File: config.mk
export PLATFORM = sky130hd
export DESIGN_NAME = fbs_slave_sm
export DESIGN_NICKNAME = d
export VERILOG_FILES = /design/src/hw/fbs_pkg.sv /design/src/hw/fbs_slave_sm.sv /design/src/hw/fbs_startup_gate.sv
export SDC_FILE = /design/constraint.sdc
export NUM_CORES = 1
export LEC_CHECK = 0
export ABC_AREA = 1
export BUFFER_PORTS_ARGS = -buffer_cell sky130_fd_sc_hd__buf_2
export CORE_ASPECT_RATIO = 1.5
export CORE_MARGIN = 8
export CORE_UTILIZATION = 50
export DETAILED_ROUTE_END_ITERATION = 10
export HOLD_SLACK_MARGIN = 0.08
export PLACE_DENSITY = 0.76
export SLEW_MARGIN = 25
export SYNTH_ARGS = -nofsm -noshare
export SYNTH_HDL_FRONTEND = slang
export SYNTH_HIERARCHICAL = 1
export SYNTH_SLANG_ARGS = --single-unit
File: constraint.sdc
create_clock -name clock_i -period 1.7 [get_ports clock_i]
set_input_delay 0.255 -clock clock_i [delete_from_list [all_inputs] [get_ports clock_i]]
set_output_delay 0.255 -clock clock_i [all_outputs]
set_load 0.005 [all_outputs]
File: src/hw/fbs_pkg.sv
// Shared constants for the fieldbus slave state machine and start-up gate
package fbs_pkg;

  // Slave communication state codes reported to the master
  localparam logic [3:0] FBS_CODE_INIT = 4'h1;
  localparam logic [3:0] FBS_CODE_PREOP = 4'h2;
  localparam logic [3:0] FBS_CODE_BOOT = 4'h3;
  localparam logic [3:0] FBS_CODE_SAFEOP = 4'h4;
  localparam logic [3:0] FBS_CODE_OP = 4'h8;

  // Reset values of the output images
  localparam logic [7:0] FBS_DATA_RESET = 8'h00;

  // Timing: the monitoring time is counted in milliseconds
  localparam int FBS_CLK_PERIOD_NS = 40;
  localparam int FBS_MS_NS = 1000000;
  localparam int FBS_MS_CYCLES = FBS_MS_NS / FBS_CLK_PERIOD_NS;

  // Widths
  localparam int FBS_DATA_W = 8;
  localparam int FBS_MON_W = 16;

  // Slave state machine, one-hot
  typedef enum logic [4:0] {
    FBS_S_INIT = 5'b00001,
    FBS_S_PREOP = 5'b00010,
    FBS_S_SAFEOP = 5'b00100,
    FBS_S_OP = 5'b01000,
    FBS_S_BOOT = 5'b10000
  } fbs_slave_e;

  // Start-up gate, one-hot
  typedef enum logic [3:0] {
    FBS_G_IDLE = 4'b0001,
    FBS_G_WAIT = 4'b0010,
    FBS_G_RUN = 4'b0100,
    FBS_G_STOP = 4'b1000
  } fbs_gate_e;

endpackage : fbs_pkg

File: src/hw/fbs_slave_sm.sv
// Fieldbus slave communication state machine with controller start-up gate
//
// How it works
// RULE1 - Initial state blocks mailbox and process data
// RULE2 - Master sets mailbox channels in initial state
// RULE3 - Check mailbox setup before entering pre-operational
// RULE4 - Pre-operational allows mailbox, blocks process data
// RULE5 - Master configures process data in pre-operational
// RULE6 - Check process data setup before safe-operational
// RULE7 - Copy inputs to memory before acknowledging
// RULE8 - Safe-operational refreshes inputs, outputs stay disabled
// RULE9 - Operational drives outputs from master data
// RULE10 - Bootstrap reachable only from initial state
// RULE11 - Bootstrap allows file-access mailbox only
// RULE12 - Master goes operational after start-up routine
// RULE13 - Wait for slaves up to monitoring time
// RULE14 - Strict mode runs only with good topology
// RULE15 - Tolerant mode runs regardless of topology
// RULE16 - Mismatch parameter selects strict start-up
// RULE17 - Wrong mandatory module blocks tolerant run
// RULE18 - Wrong optional module blocks tolerant run
// RULE19 - Unconfigured slave found blocks tolerant run
// RULE20 - Missing mandatory slave blocks tolerant run
// RULE21 - Clean bus runs regardless of optional slaves
// RULE22 - Only master requests change the state
// RULE23 - Step states in order, stay on failure
// RULE24 - Report current state code to master
`timescale 1ns/1ps
`default_nettype none

module fbs_slave_sm
  import fbs_pkg::*;
#(
  parameter int MS_CYCLES = FBS_MS_CYCLES
) (
  input wire logic clock_i,                        // System clock, 25 MHz
  input wire logic resetn_i,                       // Synchronous reset, active low
  input wire logic req_valid_i,                    // Master state request strobe
  input wire logic [3:0] req_state_i,              // Requested state code
  input wire logic mbx_cfg_ok_i,                   // Mailbox channels 0 and 1 set up
  input wire logic pd_cfg_ok_i,                    // Process data channels set up
  input wire logic [FBS_DATA_W-1:0] in_data_i,     // Local input values
  input wire logic [FBS_DATA_W-1:0] out_data_i,    // Output data from the master
  input wire logic startup_done_i,                 // Start-up routine has finished
  input wire logic [FBS_MON_W-1:0] monitor_ms_i,   // Monitoring time in ms
  input wire logic mismatch_start_i,               // Strict start-up, run only on matching topology
  input wire logic mand_slaves_op_i,               // Mandatory slaves are operational
  input wire logic topology_ok_i,                  // Topology matches configuration
  input wire logic mand_configured_i,              // Mandatory slaves configured
  input wire logic mand_exist_i,                   // All mandatory slaves exist
  input wire logic mand_wrong_i,                   // Mandatory slave with wrong module
  input wire logic opt_wrong_i,                    // Optional slave with wrong module
  input wire logic unconf_found_i,                 // Unconfigured slave found
  output logic [3:0] state_code_o,                 // Current state code
  output logic ack_o,                              // Request accepted, one cycle
  output logic refuse_o,                           // Request refused, one cycle
  output logic mbx_en_o,                           // Mailbox traffic allowed
  output logic foe_only_o,                         // Only file access mailbox allowed
  output logic pd_en_o,                            // Process data exchange allowed
  output logic outputs_en_o,                       // Physical outputs enabled
  output logic [FBS_DATA_W-1:0] dpm_in_o,          // Input image in dual port memory
  output logic [FBS_DATA_W-1:0] outputs_o,         // Physical outputs
  output logic master_op_o,                        // Master operational
  output logic run_o,                              // Main cyclic program may run
  output logic stop_o                              // Run mode refused
);

  fbs_slave_e state;
  fbs_slave_e next_state;
  logic accept;
  logic next_mbx_en;
  logic next_foe_only;
  logic next_pd_en;
  logic next_outputs_en;

  ////////////////////////////////////////////////////////////////////////////////
  // Transition decode: only a master request moves the state

  always_comb begin
    next_state = state;
    accept = 1'b0;
    if (req_valid_i) begin // RULE22
      if (req_state_i == FBS_CODE_INIT) begin
        next_state = FBS_S_INIT;
        accept = 1'b1;
      end else begin
        case (state)
          FBS_S_INIT: begin
            if (req_state_i == FBS_CODE_PREOP && mbx_cfg_ok_i) begin // RULE3
              next_state = FBS_S_PREOP;
              accept = 1'b1;
            end else if (req_state_i == FBS_CODE_BOOT) begin // RULE10
              next_state = FBS_S_BOOT;
              accept = 1'b1;
            end
          end
          FBS_S_PREOP: begin
            if (req_state_i == FBS_CODE_PREOP) begin
              accept = 1'b1;
            end else if (req_state_i == FBS_CODE_SAFEOP && pd_cfg_ok_i) begin // RULE6 RULE23
              next_state = FBS_S_SAFEOP;
              accept = 1'b1;
            end
          end
          FBS_S_SAFEOP: begin
            if (req_state_i == FBS_CODE_PREOP) begin
              next_state = FBS_S_PREOP;
              accept = 1'b1;
            end else if (req_state_i == FBS_CODE_SAFEOP) begin
              accept = 1'b1;
            end else if (req_state_i == FBS_CODE_OP) begin // RULE23
              next_state = FBS_S_OP;
              accept = 1'b1;
            end
          end
          FBS_S_OP: begin
            if (req_state_i == FBS_CODE_PREOP) begin
              next_state = FBS_S_PREOP;
              accept = 1'b1;
            end else if (req_state_i == FBS_CODE_SAFEOP) begin
              next_state = FBS_S_SAFEOP;
              accept = 1'b1;
            end else if (req_state_i == FBS_CODE_OP) begin
              accept = 1'b1;
            end
          end
          FBS_S_BOOT: begin
            // Leaving bootstrap is only possible through the initial state
            accept = (req_state_i == FBS_CODE_BOOT); // RULE10
          end
          default: begin
            next_state = FBS_S_INIT;
          end
        endcase
      end
    end
  end

  ////////////////////////////////////////////////////////////////////////////////
  // State register and acknowledge

  always_ff @(posedge clock_i) begin
    if (!resetn_i) begin
      state <= FBS_S_INIT;
    end else begin
      state <= next_state; // RULE23
    end
  end

  always_ff @(posedge clock_i) begin
    if (!resetn_i) begin
      ack_o <= 1'b0;
    end else begin
      ack_o <= req_valid_i && accept; // RULE24
    end
  end

  always_ff @(posedge clock_i) begin
    if (!resetn_i) begin
      refuse_o <= 1'b0;
    end else begin
      refuse_o <= req_valid_i && !accept; // RULE23
    end
  end

  // Code and ack change on the same edge, so the master sees the new code with the ack
  always_ff @(posedge clock_i) begin
    if (!resetn_i) begin
      state_code_o <= FBS_CODE_INIT;
    end else begin
      case (next_state)
        FBS_S_INIT: state_code_o <= FBS_CODE_INIT; // RULE24
        FBS_S_PREOP: state_code_o <= FBS_CODE_PREOP;
        FBS_S_SAFEOP: state_code_o <= FBS_CODE_SAFEOP;
        FBS_S_OP: state_code_o <= FBS_CODE_OP;
        FBS_S_BOOT: state_code_o <= FBS_CODE_BOOT;
        default: state_code_o <= FBS_CODE_INIT;
      endcase
    end
  end

  ////////////////////////////////////////////////////////////////////////////////
  // Communication services per state

  // Decoded from the next state so the enables switch on the same edge as the code
  always_comb begin
    case (next_state)
      FBS_S_INIT: begin
        next_mbx_en = 1'b0; // RULE1
        next_foe_only = 1'b0;
        next_pd_en = 1'b0; // RULE1
        next_outputs_en = 1'b0;
      end
      FBS_S_PREOP: begin
        next_mbx_en = 1'b1; // RULE4
        next_foe_only = 1'b0;
        next_pd_en = 1'b0; // RULE4
        next_outputs_en = 1'b0;
      end
      FBS_S_SAFEOP: begin
        next_mbx_en = 1'b1; // RULE8
        next_foe_only = 1'b0;
        next_pd_en = 1'b1; // RULE8
        next_outputs_en = 1'b0; // RULE8
      end
      FBS_S_OP: begin
        next_mbx_en = 1'b1; // RULE9
        next_foe_only = 1'b0;
        next_pd_en = 1'b1; // RULE9
        next_outputs_en = 1'b1; // RULE9
      end
      FBS_S_BOOT: begin
        // The mailbox is switched on, coming from init where it was off, but only for file access
        next_mbx_en = 1'b1; // RULE11
        next_foe_only = 1'b1; // RULE11
        next_pd_en = 1'b0; // RULE11
        next_outputs_en = 1'b0;
      end
      default: begin
        next_mbx_en = 1'b0;
        next_foe_only = 1'b0;
        next_pd_en = 1'b0;
        next_outputs_en = 1'b0;
      end
    endcase
  end

  always_ff @(posedge clock_i) begin
    if (!resetn_i) begin
      mbx_en_o <= 1'b0;
    end else begin
      mbx_en_o <= next_mbx_en;
    end
  end

  always_ff @(posedge clock_i) begin
    if (!resetn_i) begin
      foe_only_o <= 1'b0;
    end else begin
      foe_only_o <= next_foe_only;
    end
  end

  always_ff @(posedge clock_i) begin
    if (!resetn_i) begin
      pd_en_o <= 1'b0;
    end else begin
      pd_en_o <= next_pd_en;
    end
  end

  always_ff @(posedge clock_i) begin
    if (!resetn_i) begin
      outputs_en_o <= 1'b0;
    end else begin
      outputs_en_o <= next_outputs_en;
    end
  end

  ////////////////////////////////////////////////////////////////////////////////
  // Process images

  // The input image is loaded on the same edge that enters safe-operational,
  // so it is valid in the same cycle as the ack pulse
  always_ff @(posedge clock_i) begin
    if (!resetn_i) begin
      dpm_in_o <= FBS_DATA_RESET;
    end else if (next_state == FBS_S_SAFEOP || next_state == FBS_S_OP) begin
      dpm_in_o <= in_data_i; // RULE7 RULE8
    end
  end

  always_ff @(posedge clock_i) begin
    if (!resetn_i) begin
      outputs_o <= FBS_DATA_RESET;
    end else if (next_state == FBS_S_OP) begin
      outputs_o <= out_data_i; // RULE9
    end else begin
      outputs_o <= FBS_DATA_RESET; // RULE8
    end
  end

  ////////////////////////////////////////////////////////////////////////////////
  // Controller start-up gate

  fbs_startup_gate #(
    .MS_CYCLES(MS_CYCLES)
  ) u_gate (
    .clock_i(clock_i),
    .resetn_i(resetn_i),
    .startup_done_i(startup_done_i),
    .monitor_ms_i(monitor_ms_i),
    .mismatch_start_i(mismatch_start_i),
    .mand_slaves_op_i(mand_slaves_op_i),
    .topology_ok_i(topology_ok_i),
    .mand_configured_i(mand_configured_i),
    .mand_exist_i(mand_exist_i),
    .mand_wrong_i(mand_wrong_i),
    .opt_wrong_i(opt_wrong_i),
    .unconf_found_i(unconf_found_i),
    .master_op_o(master_op_o),
    .run_o(run_o),
    .stop_o(stop_o)
  );

endmodule : fbs_slave_sm

`default_nettype wire

File: src/hw/fbs_startup_gate.sv
// Controller start-up gate: waits for slaves, then decides on run mode
`timescale 1ns/1ps
`default_nettype none

module fbs_startup_gate
  import fbs_pkg::*;
#(
  parameter int MS_CYCLES = FBS_MS_CYCLES
) (
  input wire logic clock_i,                       // System clock
  input wire logic resetn_i,                      // Synchronous reset, active low
  input wire logic startup_done_i,                // Start-up routine has finished
  input wire logic [FBS_MON_W-1:0] monitor_ms_i,  // Monitoring time in ms
  input wire logic mismatch_start_i,              // Strict start-up, run only on matching topology
  input wire logic mand_slaves_op_i,              // All mandatory slaves reached operational
  input wire logic topology_ok_i,                 // Found bus matches configuration
  input wire logic mand_configured_i,             // Mandatory slaves are configured
  input wire logic mand_exist_i,                  // All mandatory slaves were found
  input wire logic mand_wrong_i,                  // A mandatory slave has a wrong module
  input wire logic opt_wrong_i,                   // An optional slave has a wrong module
  input wire logic unconf_found_i,                // An unconfigured slave was found
  output logic master_op_o,                       // Master operational, requests op
  output logic run_o,                             // Main cyclic program may run
  output logic stop_o                             // Run mode refused
);

  fbs_gate_e state;
  fbs_gate_e next_state;
  logic [$clog2(MS_CYCLES+1)-1:0] tick_cnt;
  logic ms_tick;
  logic [FBS_MON_W-1:0] ms_cnt;
  logic timed_out;
  logic go_run;

  ////////////////////////////////////////////////////////////////////////////////
  // Millisecond enable and monitoring timer

  assign ms_tick = (tick_cnt == ($clog2(MS_CYCLES+1))'(MS_CYCLES - 1));
  assign timed_out = (ms_cnt >= monitor_ms_i);

  always_ff @(posedge clock_i) begin
    if (!resetn_i || state != FBS_G_WAIT || ms_tick) begin
      tick_cnt <= '0;
    end else begin
      tick_cnt <= tick_cnt + 1'b1;
    end
  end

  always_ff @(posedge clock_i) begin
    if (!resetn_i || state != FBS_G_WAIT) begin
      ms_cnt <= '0;
    end else if (ms_tick && !timed_out) begin
      ms_cnt <= ms_cnt + 1'b1; // RULE13
    end
  end

  ////////////////////////////////////////////////////////////////////////////////
  // Run decision

  always_comb begin
    if (mismatch_start_i) begin
      go_run = topology_ok_i; // RULE14 RULE16
    end else begin
      // Tolerant: any wrong module, stranger or missing mandatory slave blocks run
      go_run = !mand_wrong_i // RULE17
        && !opt_wrong_i // RULE18
        && !unconf_found_i // RULE19
        && !(mand_configured_i && !mand_exist_i); // RULE20 RULE21 RULE15
    end
  end

  always_comb begin
    case (state)
      FBS_G_IDLE: next_state = startup_done_i ? FBS_G_WAIT : FBS_G_IDLE; // RULE12
      FBS_G_WAIT: begin
        if (mand_slaves_op_i || timed_out) begin // RULE13
          next_state = go_run ? FBS_G_RUN : FBS_G_STOP;
        end else begin
          next_state = FBS_G_WAIT;
        end
      end
      FBS_G_RUN: next_state = FBS_G_RUN;
      FBS_G_STOP: next_state = FBS_G_STOP;
      default: next_state = FBS_G_IDLE;
    endcase
  end

  always_ff @(posedge clock_i) begin
    if (!resetn_i) begin
      state <= FBS_G_IDLE;
      master_op_o <= 1'b0;
      run_o <= 1'b0;
      stop_o <= 1'b0;
    end else begin
      state <= next_state;
      master_op_o <= (next_state != FBS_G_IDLE); // RULE12
      run_o <= (next_state == FBS_G_RUN);
      stop_o <= (next_state == FBS_G_STOP);
    end
  end

endmodule : fbs_startup_gate

`default_nettype wire

==> reports/metrics.yaml <==
run_status: "complete, but fails checks"
failed_checks: "setup timing"
finish.net_count: 788
grt_overflow: 0
grt_met1_use: 0.197
coreArea_um2: 7910
max-vdd-ir-drop_mv: 0.746
synth_enable_flop_cells: 0
groute.layer.met3.usage: 0.0553
dpl.hpwl_um: 7710
critPathKind: "flip-flop to flip-flop"
dpl.cell_count: 800
chipHeight_um: 126
cts-buffers-inserted: 9
yosys.area.top_type: "sky130_fd_sc_hd__dfxtp_1"
synth_seq_cells: 69
antenna-diode-count: 0
routedWlPerCell_um: 13.6
gp_congestion: 0.934
max-clock-path-buffers: 2
worstSkewPairLatency_ps: 330
detailedRoute.firstPassIterationCount: 5
num_io_pins: 79
die_width_um: 89.2
rsz0062_at_grt: "true"
r2r.worst_path.cells: 15
antenna_found_initial: 0
port_buf_inserts: 78
grtUsageTotal: 0.202
routed_wirelength_um: 11300
timing.final.max_slew_violations: 0
remaining_drc_errors: 0
highest_utilization_routing_layer_at_the_global_route_stage: "met2"
number_of_distinct_library_cells_after_synthesis: 40
layout-area-overhead-vs-synth_pct: 41.4
ys_seq_area_frac: 0.343
synthFlopType: "sky130_fd_sc_hd__dfxtp_1"
drv_cap: 0
timing.critical_path.to_type: "flip-flop"
clock_sinks: 69
met2_track_demand_over_resource: 0.365
synthesis.yosys.warnings: 6
fin_tns_setup_ps: -2530
drt.antenna.violating_nets: 0
layoutNonFillerInstCount: 829
ctsHoldBuffers: 0
cts_tree: "yes"
post_synth.cell_area_avg_um2: 6.96
drtIter0Drc: 247
grt_start_max_net_pins: 18
route.vias.total: 4236
final_period_minus_worst_setup_slack_ps: 1880
floorplan.rows: 40
clock_skew_ps: 7.06
worst-endpoint-arrival_ps: 2110
root_buffer: "sky130_fd_sc_hd__clkbuf_16"
cp-start-kind: "flip-flop"
via_count_of_the_first_global_routing_pass: 4279
share_of_post_route_cells_with_drive_strength_above_1: 0.376
final_min_period_over_clock_period: 1.11
cts_clk_pin_slew_worst_paths_ps: 50
ffs_w_async_s_r_synth: 0
place_worst_setup_slack_ps: -196
setup-violations-final: 23
p_leak_uw: 0.00267
hold_viol_final: 0
power_density_nw_per_um2: 670
post_drt_via_cell_ratio: 5.11
postSynthNetCount: 646
transition_time_at_the_pin_with_the_least_slew_margin_ps: 370
post_synthesis_cell_count: 578
finalHoldWorstSlack_ps: 134
htreeDepth: 3
synth_area_um2: 4020
achievable-frequency_mhz: 531
cp_data_required_time_ps: 1930
initial_utilization: 0.509
design.die.area_um2: 11200
maxSlewHeadroom: 0.751
synth.top_cells.by_area: "sky130_fd_sc_hd__dfxtp_1, sky130_fd_sc_hd__nand2_1, sky130_fd_sc_hd__inv_1"
synth_largest_type_area_fraction: 0.343
hold_path.class: "input port to flip-flop"
grt_first_pass_wirelength_um: 18300
worst_slack_ps: -184
largest_fanout_on_the_critical_path: 9
hold_depth: 3
layout.core_utilization: 0.720
[final timing paths]
check                           startpoint                       endpoint  slack [ps]
max                    state[0]$_SDFF_PN1_     state_code_o[0]$_SDFF_PN1_        -180
min                          out_data_i[2]        outputs_o[2]$_SDFF_PN0_         130
max reg2reg            state[0]$_SDFF_PN1_     state_code_o[0]$_SDFF_PN1_        -180
min reg2reg  u_gate/tick_cnt[0]$_SDFF_PP0_  u_gate/tick_cnt[0]$_SDFF_PP0_         450
[area by class of cell]
type                    count  area, µm²
fillers                   601       2220
clock buffers               9        225
clock inverters             6       65.1
multi-input cells         405       2580
well taps                 105        131
flip-flops and latches     69       1410
repair buffers            138        916
inverters                  97        364
[sequential cells by signal, indices dropped and copies added (netlist names)]
signal / count
u_gate/run_o: 1
outputs_o: 8
refuse_o: 1
state_code_o: 4
u_gate/ms_cnt: 16
mbx_en_o: 1
dpm_in_o: 8
u_gate/state: 4
u_gate/master_op_o: 1
state: 5
outputs_en_o: 1
foe_only_o: 1
pd_en_o: 1
u_gate/stop_o: 1
ack_o: 1
u_gate/tick_cnt: 15
[critical path, cell delays in order, from the launching register on]
cell,delay [ps]
sky130_fd_sc_hd__dfxtp_4,350
sky130_fd_sc_hd__buf_6,120
sky130_fd_sc_hd__nand4_1,140
sky130_fd_sc_hd__buf_4,150
sky130_fd_sc_hd__nor2_2,40
sky130_fd_sc_hd__nor2_1,90
sky130_fd_sc_hd__nand2_1,70
sky130_fd_sc_hd__nand2_1,70
sky130_fd_sc_hd__nand2_2,100
sky130_fd_sc_hd__nor2_8,150
sky130_fd_sc_hd__buf_12,120
sky130_fd_sc_hd__nand2_8,60
sky130_fd_sc_hd__nand2_1,120
sky130_fd_sc_hd__nand2_2,70
sky130_fd_sc_hd__nand2_2,70
sky130_fd_sc_hd__nand2_1,50
[synthesized netlist by cell type (all sizes together), types with 2 or more instances]
cell,instances
a21oi,48
clkbuf,2
nor2,84
buf,8
nand4,28
nand2,142
ha,18
o21ai,10
nand3,41
xor2,7
dfxtp,69
nor3,10
xnor2,5
inv,97
or2,2
[cell families after synthesis]
group / count (synthesis) / share of synthesized area
simple gates: 311 / 0.375
flops: 69 / 0.343
buf+inv: 107 / 0.112
fa+ha+maj: 18 / 0.0560
xor+xnor: 12 / 0.0261
compound gates: 61 / 0.0883
[through the flow]
step	power [µW]	instance area [µm²]
floorplan	1820	4020
global placement	1940	4850
detailed placement	1950	4850
CTS	3800	5360
global route	3950	5690
finish	3810	5690
[where the power goes]
| part | total, µW | leakage [µW] | internal, µW | switching [µW] |
|---|---|---|---|---|
| combinational | 365 | 0.00197 | 168 | 197 |
| sequential | 1640 | 0.000565 | 1630 | 9.74 |
| clock | 1810 | 0.000141 | 1120 | 682 |
| total | 3810 | 0.00267 | 2920 | 889 |
[timing repair]
| action | CTS | global route |
|---|---|---|
| setup endpoints to repair | 40 | 46 |
| cloned | 2 | 1 |
| pin swaps | 12 | 26 |
| gates resized for setup | 45 | 57 |
| buffers inserted | 5 | 6 |
[routing by layer]
layer,up-vias,part of all wire,wire length (µm)
met1,1954,0.36,4020
met4,0,0.026,289
li1,2124,-,-
met3,25,0.057,646
met5,-,0,0
met2,133,0.56,6360
[cells in the final DEF, fill, tap and decap left out, types with 5 or more instances in the layout]
cell / synthesis / routed
sky130_fd_sc_hd__nand2_1: 136 / 121
sky130_fd_sc_hd__nor2_2: 5 / 13
sky130_fd_sc_hd__inv_2: 3 / 7
sky130_fd_sc_hd__inv_1: 94 / 90
sky130_fd_sc_hd__ha_4: 0 / 10
sky130_fd_sc_hd__nor2_1: 72 / 57
sky130_fd_sc_hd__buf_4: 1 / 47
sky130_fd_sc_hd__nor3_1: 8 / 8
sky130_fd_sc_hd__buf_6: 4 / 10
sky130_fd_sc_hd__nand2_2: 5 / 17
sky130_fd_sc_hd__xnor2_1: 5 / 5
sky130_fd_sc_hd__a21oi_2: 10 / 16
sky130_fd_sc_hd__buf_2: 3 / 78
sky130_fd_sc_hd__nand3_4: 2 / 5
sky130_fd_sc_hd__xor2_1: 7 / 7
sky130_fd_sc_hd__o21ai_0: 7 / 7
sky130_fd_sc_hd__nand4_1: 27 / 27
sky130_fd_sc_hd__ha_1: 18 / 8
sky130_fd_sc_hd__dfxtp_1: 69 / 53
sky130_fd_sc_hd__dfxtp_2: 0 / 13
sky130_fd_sc_hd__nand3_2: 6 / 9
sky130_fd_sc_hd__a21oi_1: 38 / 31
sky130_fd_sc_hd__nor2_4: 5 / 12
sky130_fd_sc_hd__clkbuf_16: 0 / 9
sky130_fd_sc_hd__nand3_1: 33 / 29
No activity file was read; power rests on OpenSTA's default activity.
